**src/verilog/bcs_pkg.sv**
```systemverilog
package bcs_pkg;
   localparam int unsigned CLOCK_HZ      = 250_000_000;
   localparam int unsigned STEP_COUNT    = 6;
   localparam logic [2:0]  STEP_FIRST    = 3'h0;
   localparam logic [2:0]  STEP_LAST     = 3'h5;
   localparam logic [5:0]  DRIVE_RESET   = 6'h00;
   localparam logic [15:0] DELAY_RESET   = 16'h0000;
   localparam logic [15:0] WINDOW_RESET  = 16'h0000;
   localparam logic [1:0]  SYNC_RESET    = 2'h0;

   typedef enum logic [1:0] {
      BCS_WAIT_ZERO,
      BCS_WAIT_DELAY,
      BCS_WAIT_DEMAG
   } bcs_phase_t;

   // switch order per bit: t0..t5, even bits high side, odd bits low side
   function automatic logic [5:0] bcs_step_drive(input logic [2:0] step);
      case (step)
         3'h0:    bcs_step_drive = 6'b10_0001;
         3'h1:    bcs_step_drive = 6'b00_0011;
         3'h2:    bcs_step_drive = 6'b00_0110;
         3'h3:    bcs_step_drive = 6'b00_1100;
         3'h4:    bcs_step_drive = 6'b01_1000;
         3'h5:    bcs_step_drive = 6'b11_0000;
         default: bcs_step_drive = 6'b00_0000;
      endcase
   endfunction : bcs_step_drive
endpackage : bcs_pkg

```
**src/verilog/bcs_step_if.sv**
```systemverilog
`timescale 1ns/1ps
interface bcs_step_if;
   logic       advance;
   logic [2:0] step;
   modport seq (output advance, input step);
   modport drv (input advance, output step);
endinterface : bcs_step_if
```
**src/verilog/bcs_sequencer.sv**
```systemverilog
`timescale 1ns/1ps
// Operation
// - commutation raised itself after computed delay
// - ignore phase until demagnetisation end
// - demag end from phase or timer
// - order: zero-crossing, commutation, demag end
// - sample zero-crossing only in off-window
// - pwm applied to high-side switches only
// - commutations step through six configurations
module bcs_sequencer #(
   parameter int unsigned DW = 16
) (
   input  wire logic          CLOCK,
   input  wire logic          ARST_N,
   input  wire logic          RUN,
   input  wire logic          PHASE_CMP,
   input  wire logic          PHASE_RISING,
   input  wire logic          PWM,
   input  wire logic [DW-1:0] COMM_DELAY,
   input  wire logic [DW-1:0] WINDOW_START,
   input  wire logic          DEMAG_BY_TIMER,
   input  wire logic [DW-1:0] DEMAG_TIMEOUT,
   output logic      [5:0]    GATE,
   output logic      [2:0]    STEP,
   output logic               ZERO_EVENT,
   output logic               COMM_EVENT,
   output logic               DEMAG_EVENT,
   output logic [1:0]         PHASE
);
   typedef struct packed {
      bcs_pkg::bcs_phase_t  phase;
      logic [DW-1:0]        timer;
      logic [DW-1:0]        off_time;
      logic                 cmp_prev;
      logic [5:0]           gate;
      logic                 zero_ev;
      logic                 comm_ev;
      logic                 demag_ev;
   } bcs_state_t;

   bcs_state_t    r;
   bcs_state_t    next_r;
   logic          rst_n;
   logic [1:0]    rst_sync;
   logic          in_window;
   logic          zero_hit;
   logic          demag_hit;
   logic [5:0]    base;
   bcs_step_if    st ();

   // reset release through two flops
   always_ff @(posedge CLOCK or negedge ARST_N) begin
      if (!ARST_N) begin
         rst_sync <= bcs_pkg::SYNC_RESET;
      end else begin
         rst_sync <= {rst_sync[0], 1'b1};
      end
   end
   assign rst_n = rst_sync[1];

   bcs_step_counter u_step (
      .clk   (CLOCK),
      .rst_n (rst_n),
      .st    (st)
   );

   always_comb begin
      base = bcs_pkg::bcs_step_drive(st.step);
      // window: high side off long enough for ringing to settle
      in_window = !PWM && (r.off_time >= WINDOW_START);
      zero_hit  = in_window && (PHASE_CMP != r.cmp_prev) && (PHASE_CMP == PHASE_RISING);
      // demag ends when phase leaves the rail, or instead on timeout when DEMAG_BY_TIMER is set
      demag_hit = DEMAG_BY_TIMER ? (r.timer >= DEMAG_TIMEOUT)
                                 : (PHASE_CMP == PHASE_RISING);
   end

   always_comb begin
      next_r          = r;
      next_r.zero_ev  = 1'b0;
      next_r.comm_ev  = 1'b0;
      next_r.demag_ev = 1'b0;
      st.advance      = 1'b0;
      next_r.off_time = PWM ? '0 : ((&r.off_time) ? r.off_time : r.off_time + 1'b1);
      next_r.cmp_prev = PHASE_CMP;
      next_r.timer    = (&r.timer) ? r.timer : r.timer + 1'b1;
      if (!RUN) begin
         next_r.phase = bcs_pkg::BCS_WAIT_ZERO;
         next_r.timer = '0;
      end else begin
         case (r.phase)
            bcs_pkg::BCS_WAIT_ZERO: begin
               if (zero_hit) begin
                  next_r.zero_ev = 1'b1;
                  next_r.timer   = '0;
                  next_r.phase   = bcs_pkg::BCS_WAIT_DELAY;
               end
            end
            bcs_pkg::BCS_WAIT_DELAY: begin
               if (r.timer >= COMM_DELAY) begin
                  next_r.comm_ev = 1'b1;
                  st.advance     = 1'b1;
                  next_r.timer   = '0;
                  next_r.phase   = bcs_pkg::BCS_WAIT_DEMAG;
               end
            end
            bcs_pkg::BCS_WAIT_DEMAG: begin
               // phase input not trusted for zero-crossing here
               if (demag_hit) begin
                  next_r.demag_ev = 1'b1;
                  next_r.phase    = bcs_pkg::BCS_WAIT_ZERO;
               end
            end
            default: begin
               next_r.phase = bcs_pkg::BCS_WAIT_ZERO;
            end
         endcase
      end
      // chop only the high-side (even) switches
      next_r.gate = RUN ? (base & {3{1'b1, PWM}}) : bcs_pkg::DRIVE_RESET;
   end

   always_ff @(posedge CLOCK or negedge rst_n) begin
      if (!rst_n) begin
         r.phase    <= bcs_pkg::BCS_WAIT_ZERO;
         r.timer    <= bcs_pkg::DELAY_RESET;
         r.off_time <= bcs_pkg::WINDOW_RESET;
         r.cmp_prev <= 1'b0;
         r.gate     <= bcs_pkg::DRIVE_RESET;
         r.zero_ev  <= 1'b0;
         r.comm_ev  <= 1'b0;
         r.demag_ev <= 1'b0;
      end else begin
         r.phase    <= next_r.phase;
         r.timer    <= next_r.timer;
         r.off_time <= next_r.off_time;
         r.cmp_prev <= next_r.cmp_prev;
         r.gate     <= next_r.gate;
         r.zero_ev  <= next_r.zero_ev;
         r.comm_ev  <= next_r.comm_ev;
         r.demag_ev <= next_r.demag_ev;
      end
   end

   assign GATE        = r.gate;
   assign STEP        = st.step;
   assign ZERO_EVENT  = r.zero_ev;
   assign COMM_EVENT  = r.comm_ev;
   assign DEMAG_EVENT = r.demag_ev;
   assign PHASE       = 2'(r.phase);
endmodule : bcs_sequencer

```
**src/verilog/bcs_step_counter.sv**
```systemverilog
`timescale 1ns/1ps
module bcs_step_counter (
   input  wire logic clk,
   input  wire logic rst_n,
   bcs_step_if.drv   st
);
   typedef struct packed {
      logic [2:0] step;
   } bcs_cnt_state_t;

   bcs_cnt_state_t r;
   bcs_cnt_state_t next_r;

   always_comb begin
      next_r = r;
      if (st.advance) begin
         if (r.step == bcs_pkg::STEP_LAST) begin
            next_r.step = bcs_pkg::STEP_FIRST;
         end else begin
            next_r.step = r.step + 3'h1;
         end
      end
   end

   always_ff @(posedge clk or negedge rst_n) begin
      if (!rst_n) begin
         r.step <= bcs_pkg::STEP_FIRST;
      end else begin
         r <= next_r;
      end
   end

   assign st.step = r.step;
endmodule : bcs_step_counter

```
**config.mk**
```make
export PLATFORM = sky130hd
export DESIGN_NAME = bcs_sequencer
export DESIGN_NICKNAME = d
export VERILOG_FILES = /design/src/verilog/bcs_pkg.sv /design/src/verilog/bcs_step_if.sv /design/src/verilog/bcs_sequencer.sv /design/src/verilog/bcs_step_counter.sv
export SDC_FILE = /design/constraint.sdc
export NUM_CORES = 1
export LEC_CHECK = 0
export ABC_AREA = 1
export BUFFER_PORTS_ARGS = -buffer_cell sky130_fd_sc_hd__clkbuf_2
export CORE_UTILIZATION = 54
export DETAILED_ROUTE_END_ITERATION = 6
export GPL_TIMING_DRIVEN = 0
export PLACE_DENSITY = 0.78
export SETUP_SLACK_MARGIN = 0.4
export SLEW_MARGIN = 25
export SYNTH_ARGS = -nofsm -noshare
export SYNTH_HDL_FRONTEND = slang
export SYNTH_SLANG_ARGS = --single-unit
```
**constraint.sdc**
```tcl
create_clock -name CLOCK -period 2.9 [get_ports CLOCK]
set_clock_uncertainty 0.2 [all_clocks]
set_input_delay 0.29 -clock CLOCK [delete_from_list [all_inputs] [get_ports CLOCK]]
set_output_delay 0.29 -clock CLOCK [all_outputs]
set_load 0.03 [all_outputs]
```
==> results.md <==
- Outcome: complete, no violations
- Hold Slack: 0.0806 ns
- Share of the yosys chip area belonging to registers: 0.318
- Minimum clock period: 2.33 ns
- Setup-failing EPs final: 0
- Hold EP: r[17]$_DFFE_PN0P_
- Gr ovfl total: 0
- Post-synth EDFFs: 0
- First-pass GRT wire length: 14,200 um
- Largest net degree at the start of global routing: 28
- Max-cap viol count: 0
- Die width: 86.5 um
- Max Freq: 429 MHz
- Layout area overhead: 15.4%
- Async SR Flop Fraction: 1.00
- CP cell instances: ha_1 > a21oi_1 > o21ai_0 > a21oi_1 > nand3_2 > nand2_1 > nand3_4 > buf_6 > nor2_1
- Io pins: 69
- Pre-CTS WS: 0.577 ns
- Critical Path End Type: flip-flop
- CTS Root Cell: clkbuf_8
- Initial cell density of the core: 0.564
- H-Tree Depth: 2
- Worst setup path class: reg -> reg
- CTS Buffer Depth: 2
- Worst hold path cell count: 2
- Rel. slew slack: 0.564
- Yosys reg bits: 49
- Fin cells: 706
- Power per cell area: 285 nW/um2
- CP max stage delay: 0.54 ns
- Cell mode on critical path: a21oi_1
- Total CTS buffers: 5
- Clk sinks: 49
- Fraction of layout cells with a size suffix above 1: 0.169
- Placed cell area: 4340 um2
- Required @ worst endpoint: 2.93 ns
- Die area: 7480 um2
- PortBufs: 67
- Die height: 86.5 um
- Drt pass-1 iters: 5
- Peak supply drop: 0.339 mV
- RD Place Congestion: 0.912
- Worst-Margin Slew: 0.654 ns
- Lkg Pwr: 0.00268 uW
- Post-route ant nets: 0
- Crit path DAT: 2.36 ns
- Final Cell Area: 4450 um2
- Net count, final: 715
- Vias in the first global route: 3,501
- CP max FO: 10
- Diodes inserted: 0
- Worst Slack Setup Final: 0.568 ns
- Synth cell types: 37
- Clock slew seen by the registers of the worst setup and hold paths: 0.09 ns
- DR iter-0 viols: 154
- Post-route setup TNS: 0 ns
- Tcrit/Tclk final: 0.804
- Final HPWL DP: 6580 um
- Levels on crit path: 9
- Latest clock arrival within the worst-skew pair: 0.30 ns
- # rows: 30
- Hold Fails Final Rpt: 0
- Reg-to-Reg Start: r[41]$_DFF_PN0_
- Core area: 6830 um2
- Final WL: 8100 um
- RSZ-0062 raised after global routing: false
- Crit path max-delay family: simple AND/OR/NAND/NOR gates
- Prevailing post-synth register cell: dfrtp_1
- Yosys warning total: 0
- Worst Hold Class: in -> reg
- DRC errors left: 0
- Initial antenna violation count: 0
- FF-to-FF path depth: 9
- FF-to-FF End: r[35]$_DFF_PN0_
- Register-to-register setup slack: 0.57 ns
- Syn_nets: 638
- Cell Area, Synth: 3850 um2
- Critical Path Start Type: flip-flop
- Syn avg cell area: 7.24 um2
- Post-CTS Setup Repair Bufs: 0
- Buffers & Inverters on Critical Path: 1
- WL/cell: 11.5 um
- Crit path max-delay cell type: dfrtp_1
- Post-synthesis cell count: 532
- Vias per Instance: 5.11
- All-Layer GR Usage: 0.240
- Slew Viols, Final: 0
- Via count: 3,608
- Dpl cells: 696
- CTS tree: done
- Hold_sp: PWM
-- cells in the mapped netlist (5+ instances only) --
library cell  instances  area [um2]
a21oi_1              31         155
buf_4                 8        60.1
dfrtp_1              49        1230
ha_1                 51         638
inv_1               105         394
nand2_1             111         417
nand3_1              28         140
nand4_1              15        93.8
nor2_1               53         199
nor3_1               14        70.1
o21ai_0              18        90.1
o31ai_1               5        37.5
or2_2                 6        37.5
-- flip-flops by register name, summed over array words and instances (netlist names) --
signal          count
COMM_EVENT          1
GATE                6
r                  33
rst_sync            2
DEMAG_EVENT         1
ZERO_EVENT          1
PHASE               2
u_step.st.step      3
-- layer usage --
metal	GRT usage	share of wire
met1	0.286	0.44
met3	0.0333	0.047
met2	0.442	0.49
met5	0	0
met4	0.0803	0.019
-- through the flow --
| stage | power [uW] | utilization |
|---|---|---|
| CTS | 1290 | 0.650 |
| global route | 1350 | 0.651 |
| detailed placement | 897 | 0.635 |
| global placement | 881 | 0.631 |
| finish | 1270 | 0.651 |
| floorplan | 824 | - |
-- worst max-delay path by stage --
stage,start,end,slack [ns]
floorplan,r[41]$_DFF_PN0_,r[40]$_DFF_PN0_,0.96
global placement,r[33]$_DFF_PN0_,r[39]$_DFF_PN0_,0.63
detailed placement,r[41]$_DFF_PN0_,r[35]$_DFF_PN0_,0.58
CTS,r[41]$_DFF_PN0_,r[39]$_DFF_PN0_,0.55
global route,r[33]$_DFF_PN0_,r[40]$_DFF_PN0_,0.43
finish,r[41]$_DFF_PN0_,r[35]$_DFF_PN0_,0.57
-- layout by cell type, fill, tap and decap left out, types with 8 or more instances in the layout --
cell / Yosys / layout
ha_1: 51 / 51
dfrtp_1: 49 / 48
nand4_1: 15 / 15
o21ai_0: 18 / 18
inv_1: 105 / 105
a21oi_1: 31 / 31
nor2_1: 53 / 53
nor3_1: 14 / 14
buf_4: 8 / 8
nand2_1: 111 / 111
clkbuf_2: 0 / 67
nand3_1: 28 / 28
-- cells by family (layout without fill, tap and decap cells) --
family,count (synthesis),count (layout),share of synthesized area
flip-flops,49,49,0.318
XOR/XNOR,5,5,0.0114
AO/OA/AOI/OAI,63,63,0.0906
adder cells (fa/ha/maj),51,51,0.166
other,1,1,0.000973
buffers and inverters,119,197,0.126
AND/OR/NAND/NOR,244,244,0.287
-- final cells by class --
| cell class | count | area (um2) |
|---|---|---|
| buffer | 13 | 87.6 |
| multi-input combinational | 364 | 2150 |
| timing repair buffer | 70 | 383 |
| inverter | 106 | 398 |
| tap | 96 | 120 |
| fill | 636 | 2380 |
| sequential | 49 | 1230 |
| clock buffer | 6 | 72.6 |
| clock inverter | 2 | 10.0 |
-- timing repair --
action	4_1_cts	5_1_grt
resized for setup	0	1
hold endpoints to repair	3	0
hold buffers	2	0
setup endpoints to repair	0	1
-- report_power, final --
part / switching, uW / internal (uW)
Sequential: 18.4 / 693
Combinational: 93.2 / 79.9
Clock: 216 / 168
Power figures use the tool's default switching activity.
